[src/fcsl_cfg.svh]
/*
 * Constants for the sector-map and register-latency block: bit positions,
 * reset values, latency figures, address-map bounds and host register offsets.
 * Assumes inclusion from fcsl_pkg and from the testbench.
 */
// Summary of operation
// (RULE_01) Map bit: 0 hybrid, 1 uniform.
// (RULE_02) Hybrid map includes the small-sector group.
// (RULE_03) Small group sits top or bottom.
// (RULE_04) Uniform map removes small sectors entirely.
// (RULE_05) Small-sector erase runs only in hybrid.
// (RULE_06) Small-sector erase ignored while uniform.
// (RULE_07) Host writes reserved low bits as zero.
// (RULE_08) Code 00: single 0, octal 3.
// (RULE_09) Code 01: single 1 or 0, octal 4.
// (RULE_10) Code 10: single 1, octal 5.
// (RULE_11) Code 11: single 2, octal 6.
// (RULE_12) Unique-identifier reads always take 32 cycles.
// (RULE_13) CRC-result read always takes 8 cycles.
// (RULE_14) Volatile read-any-register uses coded latency.
// (RULE_15) Bits 7:6 set register-read latency.
// (RULE_16) Volatile map bit read-only; layout follows it.
`ifndef FCSL_CFG_SVH
`define FCSL_CFG_SVH

`define FCSL_CFG_RESET      8'h00
`define FCSL_LAT_MSB        7
`define FCSL_LAT_LSB        6
`define FCSL_MAP_BIT        3
`define FCSL_RSVD_MSB       2
`define FCSL_UID_DUMMY      6'h20
`define FCSL_CRC_DUMMY      6'h08
`define FCSL_NV_RD_DUMMY    6'h08
`define FCSL_OCT_BASE       6'h03
`define FCSL_ADDR_W         25
`define FCSL_SMALL_BYTES    25'h0020000
`define FCSL_SMALL_HALF     25'h0010000
`define FCSL_TOP_FULL       25'h1fe0000
`define FCSL_TOP_HALF       25'h1ff0000

`define FCSL_OFS_CMD        4'h0
`define FCSL_OFS_ADDR       4'h4
`define FCSL_OFS_STAT       4'h8

`endif

[src/fcsl_pkg.sv]
/*
 * Types and shared decode functions for both ends of the link.
 * Assumes fcsl_cfg.svh is on the include path.
 */
package fcsl_pkg;
`include "fcsl_cfg.svh"

   typedef enum logic [2:0]
   {
      FCSL_OP_RD_ANY,
      FCSL_OP_RD_DYB,
      FCSL_OP_RD_STAT,
      FCSL_OP_RD_UID,
      FCSL_OP_RD_CRC,
      FCSL_OP_WR_REG,
      FCSL_OP_ERASE_SMALL,
      FCSL_OP_RELOAD
   } fcsl_op_t;

   typedef enum logic [1:0]
   {
      FCSL_MODE_SPI,
      FCSL_MODE_OSDR,
      FCSL_MODE_ODDR
   } fcsl_mode_t;

   // Dummy cycles for a transaction; both ends must agree on this table.
   function automatic logic [5:0] fcsl_dummy(input fcsl_op_t op, input fcsl_mode_t mode,
                                             input logic [1:0] code, input logic nv);
      logic [5:0] n;
      n = 6'h00;
      if (op == FCSL_OP_RD_UID)
         n = `FCSL_UID_DUMMY;                                          // [RULE_12]
      else if (op == FCSL_OP_RD_CRC)
         n = `FCSL_CRC_DUMMY;                                          // [RULE_13]
      else if (op == FCSL_OP_RD_ANY && nv)
         n = `FCSL_NV_RD_DUMMY;
      else if (op == FCSL_OP_RD_ANY || op == FCSL_OP_RD_DYB || op == FCSL_OP_RD_STAT)
      begin
         if (mode != FCSL_MODE_SPI)
            n = `FCSL_OCT_BASE + {4'h0, code};            // [RULE_08] [RULE_09] [RULE_10] [RULE_11]
         else if (code == 2'h3)
            n = 6'h02;                                                 // [RULE_11]
         else if (code == 2'h2)
            n = 6'h01;                                                 // [RULE_10]
         else if (code == 2'h1 && op != FCSL_OP_RD_STAT)
            n = 6'h01;                                      // [RULE_09] [RULE_14]
         else
            n = 6'h00;                                                 // [RULE_08]
      end
      return n;
   endfunction

   // Whether an address falls in the small-sector group of the hybrid map.
   function automatic logic fcsl_in_small(input logic [`FCSL_ADDR_W-1:0] a,
                                          input logic split, input logic top);
      logic hit;
      hit = 1'b0;
      if (split)
         hit = (a < `FCSL_SMALL_HALF) || (a >= `FCSL_TOP_HALF);         // [RULE_03]
      else if (top)
         hit = (a >= `FCSL_TOP_FULL);                                  // [RULE_03]
      else
         hit = (a < `FCSL_SMALL_BYTES);                                // [RULE_03]
      return hit;
   endfunction

endpackage

[src/fcsl_link_if.sv]
/*
 * Transaction link between the host controller and the flash device.
 * Assumes both ends run on the same clock and reset.
 */
`timescale 1ns/1ns
interface fcsl_link_if;
   import fcsl_pkg::*;
   logic                     req;
   fcsl_op_t                 op;
   fcsl_mode_t               mode;
   logic                     nv_target;
   logic [`FCSL_ADDR_W-1:0]  addr;
   logic [7:0]               wdata;
   logic                     rsp;
   logic [7:0]               rdata;

   modport dev
   (
      input  req,
      input  op,
      input  mode,
      input  nv_target,
      input  addr,
      input  wdata,
      output rsp,
      output rdata
   );

   modport host
   (
      output req,
      output op,
      output mode,
      output nv_target,
      output addr,
      output wdata,
      input  rsp,
      input  rdata
   );
endinterface

[src/fcsl_host.sv]
/*
 * Host end: an Avalon-MM slave that launches link transactions, keeps a
 * shadow of the device latency code and checks the answer's timing.
 * Assumes the device answers each request once, after its dummy cycles.
 */
`timescale 1ns/1ns
module fcsl_host
   import fcsl_pkg::*;
(
   input  wire logic         clk_sys_i,
   input  wire logic         nrst_i,
   fcsl_link_if.host         link,
   input  wire logic [3:0]   avs_address_i,
   input  wire logic         avs_read_i,
   input  wire logic         avs_write_i,
   input  wire logic [31:0]  avs_writedata_i,
   input  wire logic [3:0]   avs_byteenable_i,
   output logic [31:0]       avs_readdata_o,
   output logic              avs_waitrequest_o
);

   logic                     waitreq, next_waitreq;
   logic [31:0]              readdata, next_readdata;
   logic                     req, next_req;
   fcsl_op_t                 op, next_op;
   fcsl_mode_t               mode, next_mode;
   logic                     nv_t, next_nv_t;
   logic [`FCSL_ADDR_W-1:0]  addr, next_addr;
   logic [7:0]               wdata, next_wdata;
   logic                     busy, next_busy;
   logic                     err, next_err;
   logic [5:0]               expect_cnt, next_expect_cnt;
   logic [5:0]               elapsed, next_elapsed;
   logic [5:0]               last_cnt, next_last_cnt;
   logic [7:0]               rdata, next_rdata;
   logic [1:0]               code_v, next_code_v;
   logic [1:0]               code_nv, next_code_nv;
   logic                     do_wr;
   logic                     hold;
   fcsl_op_t                 cmd_op;
   fcsl_mode_t               cmd_mode;

   assign cmd_op   = fcsl_op_t'(avs_writedata_i[2:0]);
   assign cmd_mode = fcsl_mode_t'(avs_writedata_i[4:3]);
   assign do_wr    = avs_write_i && !waitreq && (avs_byteenable_i == 4'hf);
   // A new command waits on the bus while one is still in flight.
   assign hold     = avs_write_i && (avs_address_i == `FCSL_OFS_CMD) && busy;

   always_comb
   begin
      next_waitreq    = !((avs_read_i || avs_write_i) && waitreq && !hold);
      next_readdata   = readdata;
      next_req        = 1'b0;
      next_op         = op;
      next_mode       = mode;
      next_nv_t       = nv_t;
      next_addr       = addr;
      next_wdata      = wdata;
      next_busy       = busy;
      next_err        = err;
      next_expect_cnt = expect_cnt;
      next_elapsed    = elapsed;
      next_last_cnt   = last_cnt;
      next_rdata      = rdata;
      next_code_v     = code_v;
      next_code_nv    = code_nv;
      if (avs_read_i && waitreq)
      begin
         unique case (avs_address_i)
            `FCSL_OFS_ADDR: next_readdata = {7'h00, addr};
            `FCSL_OFS_STAT: next_readdata = {8'h00, rdata, 2'h0, last_cnt,
                                             4'h0, code_v, err, busy};
            default:        next_readdata = 32'h00000000;
         endcase
      end
      if (do_wr && avs_address_i == `FCSL_OFS_ADDR)
      begin
         next_addr = avs_writedata_i[`FCSL_ADDR_W-1:0];
      end
      if (do_wr && avs_address_i == `FCSL_OFS_STAT && avs_writedata_i[1])
      begin
         next_err = 1'b0;
      end
      if (do_wr && avs_address_i == `FCSL_OFS_CMD)
      begin
         next_req   = 1'b1;
         next_op    = cmd_op;
         next_mode  = cmd_mode;
         next_nv_t  = avs_writedata_i[5];
         next_wdata = {avs_writedata_i[15:11], 3'h0};                     // [RULE_07]
         next_busy  = 1'b1;
         next_elapsed = 6'h00;
         next_expect_cnt = fcsl_dummy(cmd_op, cmd_mode, code_v,
                                      avs_writedata_i[5]);     // [RULE_08] [RULE_12] [RULE_13]
         if (cmd_op == FCSL_OP_WR_REG && avs_writedata_i[5])
            next_code_nv = avs_writedata_i[15:14];
         else if (cmd_op == FCSL_OP_WR_REG)
            next_code_v = avs_writedata_i[15:14];                         // [RULE_15]
         else if (cmd_op == FCSL_OP_RELOAD)
            next_code_v = code_nv;
      end
      else if (busy)
      begin
         next_elapsed = elapsed + 6'h01;
         if (link.rsp)
         begin
            next_busy     = 1'b0;
            next_rdata    = link.rdata;
            next_last_cnt = elapsed - 6'h01;
            // Set wins over a clear in the same cycle.
            if (elapsed != expect_cnt + 6'h01)
               next_err = 1'b1;                                           // [RULE_14]
         end
      end
   end

   always_ff @(posedge clk_sys_i or negedge nrst_i)
   begin
      if (!nrst_i)
      begin
         waitreq <= 1'b1;
         readdata <= 32'h00000000;
         req <= 1'b0;
         op <= FCSL_OP_RD_ANY;
         mode <= FCSL_MODE_SPI;
         nv_t <= 1'b0;
         addr <= '0;
         wdata <= 8'h00;
         busy <= 1'b0;
         err <= 1'b0;
         expect_cnt <= 6'h00;
         elapsed <= 6'h00;
         last_cnt <= 6'h00;
         rdata <= 8'h00;
         code_v <= 2'h0;
         code_nv <= 2'h0;
      end
      else
      begin
         waitreq <= next_waitreq;
         readdata <= next_readdata;
         req <= next_req;
         op <= next_op;
         mode <= next_mode;
         nv_t <= next_nv_t;
         addr <= next_addr;
         wdata <= next_wdata;
         busy <= next_busy;
         err <= next_err;
         expect_cnt <= next_expect_cnt;
         elapsed <= next_elapsed;
         last_cnt <= next_last_cnt;
         rdata <= next_rdata;
         code_v <= next_code_v;
         code_nv <= next_code_nv;
      end
   end

   assign link.req          = req;
   assign link.op           = op;
   assign link.mode         = mode;
   assign link.nv_target    = nv_t;
   assign link.addr         = addr;
   assign link.wdata        = wdata;
   assign avs_readdata_o    = readdata;
   assign avs_waitrequest_o = waitreq;

endmodule

[src/flat_wrapper.sv]
// flat-port wrapper written by rule: the top's interface ports become plain ports
module fcsl_host_flat import fcsl_pkg::*;
  (clk_sys_i, nrst_i, avs_address_i, avs_read_i, avs_write_i, avs_writedata_i, avs_byteenable_i, avs_readdata_o, avs_waitrequest_o, link_req, link_op, link_mode, link_nv_target, link_addr, link_wdata, link_rsp, link_rdata);
  fcsl_link_if link_i ();
  input  wire logic clk_sys_i;
  input  wire logic nrst_i;
  input  wire logic [3:0] avs_address_i;
  input  wire logic avs_read_i;
  input  wire logic avs_write_i;
  input  wire logic [31:0] avs_writedata_i;
  input  wire logic [3:0] avs_byteenable_i;
  output logic [31:0] avs_readdata_o;
  output logic avs_waitrequest_o;
  output wire logic [$bits(link_i.req)-1:0] link_req;
  output wire logic [$bits(link_i.op)-1:0] link_op;
  output wire logic [$bits(link_i.mode)-1:0] link_mode;
  output wire logic [$bits(link_i.nv_target)-1:0] link_nv_target;
  output wire logic [$bits(link_i.addr)-1:0] link_addr;
  output wire logic [$bits(link_i.wdata)-1:0] link_wdata;
  input wire logic [$bits(link_i.rsp)-1:0] link_rsp;
  input wire logic [$bits(link_i.rdata)-1:0] link_rdata;
  assign link_req = link_i.req;
  assign link_op = link_i.op;
  assign link_mode = link_i.mode;
  assign link_nv_target = link_i.nv_target;
  assign link_addr = link_i.addr;
  assign link_wdata = link_i.wdata;
  assign link_i.rsp = link_rsp;
  assign link_i.rdata = link_rdata;
  fcsl_host u_core (.clk_sys_i(clk_sys_i), .nrst_i(nrst_i), .link(link_i), .avs_address_i(avs_address_i), .avs_read_i(avs_read_i), .avs_write_i(avs_write_i), .avs_writedata_i(avs_writedata_i), .avs_byteenable_i(avs_byteenable_i), .avs_readdata_o(avs_readdata_o), .avs_waitrequest_o(avs_waitrequest_o));
endmodule
[config.mk]
export PLATFORM = sky130hd
export DESIGN_NAME = fcsl_host_flat
export DESIGN_NICKNAME = d
export VERILOG_FILES = /design/src/fcsl_pkg.sv /design/src/fcsl_link_if.sv /design/src/fcsl_host.sv /design/src/flat_wrapper.sv
export VERILOG_INCLUDE_DIRS = /design/src
export SDC_FILE = /design/constraint.sdc
export NUM_CORES = 1
export LEC_CHECK = 0
export BUFFER_PORTS_ARGS = -buffer_cell sky130_fd_sc_hd__buf_2
export CORE_MARGIN = 8
export CORE_UTILIZATION = 51
export CTS_CLUSTER_SIZE = 40
export DETAILED_ROUTE_END_ITERATION = 6
export HOLD_SLACK_MARGIN = 0.03
export PLACE_DENSITY_LB_ADDON = 0.2
export SYNTH_ARGS = -nofsm -noshare
export SYNTH_HDL_FRONTEND = slang
export SYNTH_SLANG_ARGS = --single-unit
[constraint.sdc]
create_clock -name clk_sys_i -period 2.4 [get_ports clk_sys_i]
set_clock_uncertainty 0.15 [all_clocks]
set_input_delay 0.12 -clock clk_sys_i [delete_from_list [all_inputs] [get_ports clk_sys_i]]
set_output_delay 0.12 -clock clk_sys_i [all_outputs]
set_load 0.01 [all_outputs]
# Word level (Yosys, flattened, before mapping)
# Cells that the tools add are included.
[totals]
reg_bits = 102
in_bits = 53
out_inout_bits = 73
word_cells = 86
[classes]
add_sub_neg = 4
n_eq_ne = 14
muxes = 22
bitwise_logic = 2
reduce_logical = 28
[op_table]
columns = ["operator", "n"]
rows = [
  ["6-bit 2-to-1 mux", 9],
  ["25-bit case mux with 2 select lines", 1],
  ["1-bit logical AND", 14],
  ["6-bit by 1-bit adder with 6-bit output (second input constant)", 2],
  ["1-bit 2-to-1 mux", 10],
  ["3-bit == test (second input constant)", 3],
  ["4-bit == test (second input constant)", 2],
  ["3-bit by 2-bit == test with 1-bit output (second input constant)", 2],
  ["6-bit != test", 1],
  ["3-bit AND reduction", 2],
  ["2-bit nonzero test", 3],
  ["6-bit by 1-bit subtractor with 6-bit output (second input constant)", 1],
  ["2-bit == test (second input constant)", 2],
  ["4-bit by 3-bit == test with 1-bit output (second input constant)", 1],
  ["4-bit zero test", 1],
  ["2-bit 2-to-1 mux", 2],
  ["2-bit by 2-bit adder with 3-bit output (first input constant)", 1],
  ["3-bit by 1-bit == test with 1-bit output (second input constant)", 1],
  ["1-bit zero test", 3],
  ["3-bit zero test", 1],
  ["1-bit logical OR", 3],
  ["3-bit by 2-bit != test with 1-bit output (second input constant)", 1],
  ["2-bit by 1-bit == test with 1-bit output (second input constant)", 1],
  ["1-bit inverter", 2],
  ["2-bit AND reduction", 1],
]

# Logic depth before layout (Yosys ltp)
[logic_depth]
word_depth = 10
depth_mapped = 7
mapped_depth_nobuf = 5

# Least setup slack after synthesis
# No wires, ideal clock.
[synth_path]
path_type = "input to register"
startpoint = "input avs_address_i[2]"
endpoint = "register u_core.code_nv[0]"
setup_time_ns = 0.128
arrival_ns = 1.599
required_time_ns = 2.122
slack_ns = 0.524
stages = 5
path_buffers = 1
cell_sequence = "or4_4 > or3_1 > buf_6 > nor3_4 > mux2_1"
[synth_via]
elab_chain_len = 3
[synth_lines]
columns = ["item", "line", "source"]
rows = [
  ["from (decl)", "flat_wrapper.sv:7", "input wire logic [3:0] avs_address_i;"],
  ["4-bit zero test (no source line)", "--", ""],
  ["1-bit logical AND (no source line)", "--", ""],
  ["2-bit AND reduction (no source line)", "--", ""],
  ["to (signal assigned)", "fcsl_host.sv:155", "code_nv <= next_code_nv;"],
  ["to (decl)", "fcsl_host.sv:37", "logic [1:0] code_nv, next_code_nv;"],
]
# Every way passes these cells.
# A chain may end at the register's enable or synchronous reset.

# Worst setup path in the final report
[layout_path]
startpoint = "register u_core.waitreq (netlist: u_core.avs_waitrequest_o)"
endpoint = "register u_core.rdata[7]"
[layout_via]
elab_chain_len = 6
[layout_lines]
columns = ["item", "line", "source"]
rows = [
  ["from (decl)", "fcsl_host.sv:22", "logic waitreq, next_waitreq;"],
  ["from (signal assigned)", "fcsl_host.sv:140", "waitreq <= next_waitreq;"],
  ["1-bit zero test", "fcsl_host.sv:45", "assign do_wr = avs_write_i && !waitreq && (avs_byteenable_i == 4'hf);"],
  ["1-bit logical AND (2 in series)", "fcsl_host.sv:45", ""],
  ["1-bit logical AND (no source line)", "--", ""],
  ["1-bit inverter (no source line)", "--", ""],
  ["3-bit AND reduction (no source line)", "--", ""],
  ["to (signal assigned)", "fcsl_host.sv:153", "rdata <= next_rdata;"],
  ["to (decl)", "fcsl_host.sv:35", "logic [7:0] rdata, next_rdata;"],
]
# Every way passes these cells.

==> results.sh <==
export IMPL_reg2reg_from="u_core.avs_waitrequest_o"
export IMPL_drtAntennaViolNets=0
export IMPL_worstSetupPathType="flip-flop to flip-flop"
export IMPL_cts_tree="yes"
export IMPL_met2_length_microns=5379
export IMPL_slew_viol_final=0
export IMPL_postSynth_asyncResetShare_pct=100.0
export IMPL_fp_dieW_microns=106.2
export IMPL_grt_overflow=0
export IMPL_power_density_mw_per_mm2=605.8
export IMPL_p_leak_nw=2.774
export IMPL_clkSinkCount=94
export IMPL_max_freq_ghz=0.4742
export IMPL_met3_length_microns=762
export IMPL_first_iter_violations=116
export IMPL_crit_arrival_ns=2.20
export IMPL_drive_above_1_share_pct=33.59
export IMPL_crit_path_end_kind="flip-flop"
export IMPL_viasPerCell=5.182
export IMPL_rows=33
export IMPL_clk_pin_slew_ns=0.10
export IMPL_cp_max_fo=19
export IMPL_crit_chain="nand2b_1, o311a_1, mux2_2"
export IMPL_drv_cap=0
export IMPL_finalWorstSetupSlack_ns=0.2910
export IMPL_root_buffer="clkbuf_8"
export IMPL_fill_cells=665
export IMPL_grt_pass1_vias=3408
export IMPL_maxUsedRoutingLayer="met5"
export IMPL_period_share_pct=87.88
export IMPL_synth_seq_cells=94
export IMPL_ctsLongestPathBuffers=2
export IMPL_route_detailed_drc=0
export IMPL_rsz0062_at_grt="no"
export IMPL_fp_dieArea_sq_mm=0.01128
export IMPL_cts_max_level=3
export IMPL_hold_class="input pin to async pin"
export IMPL_wl_met1_microns=4421
export IMPL_vias=3275
export IMPL_setup_tns_ns=0
export IMPL_numCtsBuffers=9
export IMPL_firstDrtPassIters=4
export IMPL_ctsResizeCount=0
export IMPL_gp_routability_congestion=0.7844
export IMPL_timing_rr_end="u_core.rdata[7]"
export IMPL_final_cell_area_sq_mm=0.005408
export IMPL_track_usage_pct=19.30
export IMPL_ys_warnings_count=0
export IMPL_core_region_area_sq_mm=0.008051
export IMPL_dpl_hpwl_microns=7500
export IMPL_startpoint_type="flip-flop"
export IMPL_dp_cells=578
export IMPL_synthFlopType="dfrtp_1"
export IMPL_rrSetupSlack_ns=0.29
export IMPL_antenna_found_initial=1
export IMPL_synth_cell_type_count=39
export IMPL_avgSynthCellArea_sq_um=11.07
export IMPL_regArea_sq_mm=0.002354
export IMPL_tightestPinTransition_ns=0.8034
export IMPL_diodes=0
export IMPL_slew_limit_headroom_pct=46.44
export IMPL_place_area_sq_mm=0.004797
export IMPL_worstPathRequired_ns=2.49
export IMPL_finalCriticalPeriod_ns=2.109
export IMPL_slowest_stage="o311a_1"
export IMPL_grt_max_degree=51
export IMPL_wl_per_cell_microns=16.96
export IMPL_cp_slowest_stage_delay_ns=0.72
export IMPL_fin_nets=581
export IMPL_setup_viol=0
export IMPL_syn_area_sq_mm=0.004151
export IMPL_finalNonFillerCells=632
export IMPL_pin_count=126
export IMPL_area_delta_synth_final_pct=30.26
export IMPL_multi_input_area_sq_mm=0.001640
export IMPL_report_final_hold_viol_count=0
export IMPL_syn_inst=375
export IMPL_mostFrequentLayoutCells="buf_2 (107), dfrtp_1 (93), nand2_1 (73), dlygate4sd3_1 (38), mux2_2 (34)"
export IMPL_place_ws_ns=0.2273
export IMPL_postCtsSetupBuffers=0
export IMPL_grt_pass1_wl_microns=17490
export IMPL_die_y_microns=106.2
export IMPL_port_buffers=108
export IMPL_max_vdd_ir_drop_mv=0.4186
export IMPL_worst_skew_pair_late_latency_ns=0.36
export IMPL_status="complete, no violations"
export IMPL_ys_seq_area_share_pct=56.69
export IMPL_synth_edf_count=0
export IMPL_rr_worst_depth=3
export IMPL_final_common_cell="buf_2"
export IMPL_start_util_pct=51.56
export IMPL_finalWirelength_microns=10720
-- registers in the layout, summed over array words and instances, names as in the netlist --
| name | count |
|---|---|
| u_core.avs_readdata_o | 25 |
| u_core.link.addr | 25 |
| u_core.rdata | 8 |
| u_core.elapsed | 6 |
| u_core.last_cnt | 6 |
| u_core.expect_cnt | 5 |
| u_core.link.wdata | 5 |
| u_core.link.op | 3 |
| u_core.code_nv | 2 |
| u_core.code_v | 2 |
| u_core.link.mode | 2 |
| u_core.avs_waitrequest_o | 1 |
| u_core.busy | 1 |
| u_core.err | 1 |
| u_core.link.nv_target | 1 |
| u_core.link.req | 1 |
-- Yosys cell counts, drive strengths merged (3+ instances only) --
| cell | count | area share [%] |
|---|---|---|
| buf | 18 | 2.9 |
| a21oi | 6 | 0.72 |
| mux2i | 6 | 1.4 |
| nand3 | 3 | 0.36 |
| clkbuf | 13 | 1.2 |
| a22oi | 18 | 3.3 |
| or3 | 3 | 0.45 |
| o21ai | 33 | 4.0 |
| inv | 8 | 0.72 |
| dfrtp | 93 | 56 |
| xor2 | 7 | 1.5 |
| a22o | 4 | 0.84 |
| xnor2 | 7 | 1.5 |
| nor2 | 16 | 1.4 |
| nand4 | 4 | 0.60 |
| nor3 | 4 | 0.75 |
| nand2 | 73 | 6.6 |
| ha | 6 | 1.8 |
| mux2 | 36 | 9.8 |
-- through the flow --
stage	util [%]	power, W	hold slack [ns]
floorplan	-	0.001909	-0.3256
global placement	59.58	0.002047	-0.02094
detailed placement	59.58	0.002061	-0.01374
CTS	67.16	0.003291	0.1354
global route	67.16	0.003391	0.1833
finish	67.16	0.003276	0.1423
-- where the power goes --
part           internal, W  switching (W)  total (W)
registers          0.00165      0.0000663    0.00172
clock network     0.000621       0.000575    0.00120
logic             0.000173       0.000189   0.000362
total              0.00245       0.000830    0.00328
-- timing repair --
item                                    4_1_cts  5_1_grt
endpoints found under the setup margin        0        0
hold buffers                                 38        0
hold endpoints to repair                     92        0
-- kinds of logic (layout without fill, tap and decap cells) --
logic type	after synthesis	after routing	share of synthesized area, %
mux	42	42	11.21
xor+xnor	14	14	2.954
buf+inv	40	183	5.033
simple gates	110	110	11.94
other cells	1	10	0.09033
compound gates	68	68	10.28
fa+ha+maj	6	6	1.808
flops	94	94	56.69
-- final cells by class --
class / instances / area share (%)
multi-input cells: 250 / 30.33
flip-flops and latches: 94 / 43.52
clock inverters: 6 / 1.712
clock buffers: 10 / 2.545
well taps: 105 / 2.429
repair buffers: 158 / 18.74
inverters: 9 / 0.7173
-- worst max path at each step --
stage                                        start                 to  slack (ns)  cells past startpoint
after floorplan                   avs_address_i[2]  u_core.code_nv[0]        0.52                      5
after global placement            avs_address_i[2]  u_core.code_nv[1]        0.26                      5
final                     u_core.avs_waitrequest_o    u_core.rdata[7]        0.29                      3
after CTS                 u_core.avs_waitrequest_o    u_core.rdata[7]        0.29                      3
after global routing      u_core.avs_waitrequest_o    u_core.rdata[7]        0.20                      3
after detailed placement          avs_address_i[2]  u_core.code_nv[0]        0.23                      5
-- critical path, delay by kind of cell (launching register included) --
kind,cells,cell delay (ns)
AOI/OAI and AO/OA,1,0.72
DFF,1,0.56
muxes,1,0.42
and+or+nand+nor,1,0.15
-- layer usage --
metal | vias up | GRT usage (%)
li1 | 1554 | -
met1 | 1619 | 22.75
met2 | 87 | 33.02
met3 | 13 | 5.868
met4 | 2 | 6.030
met5 | - | 0
No activity file was read; power rests on OpenSTA's default activity.
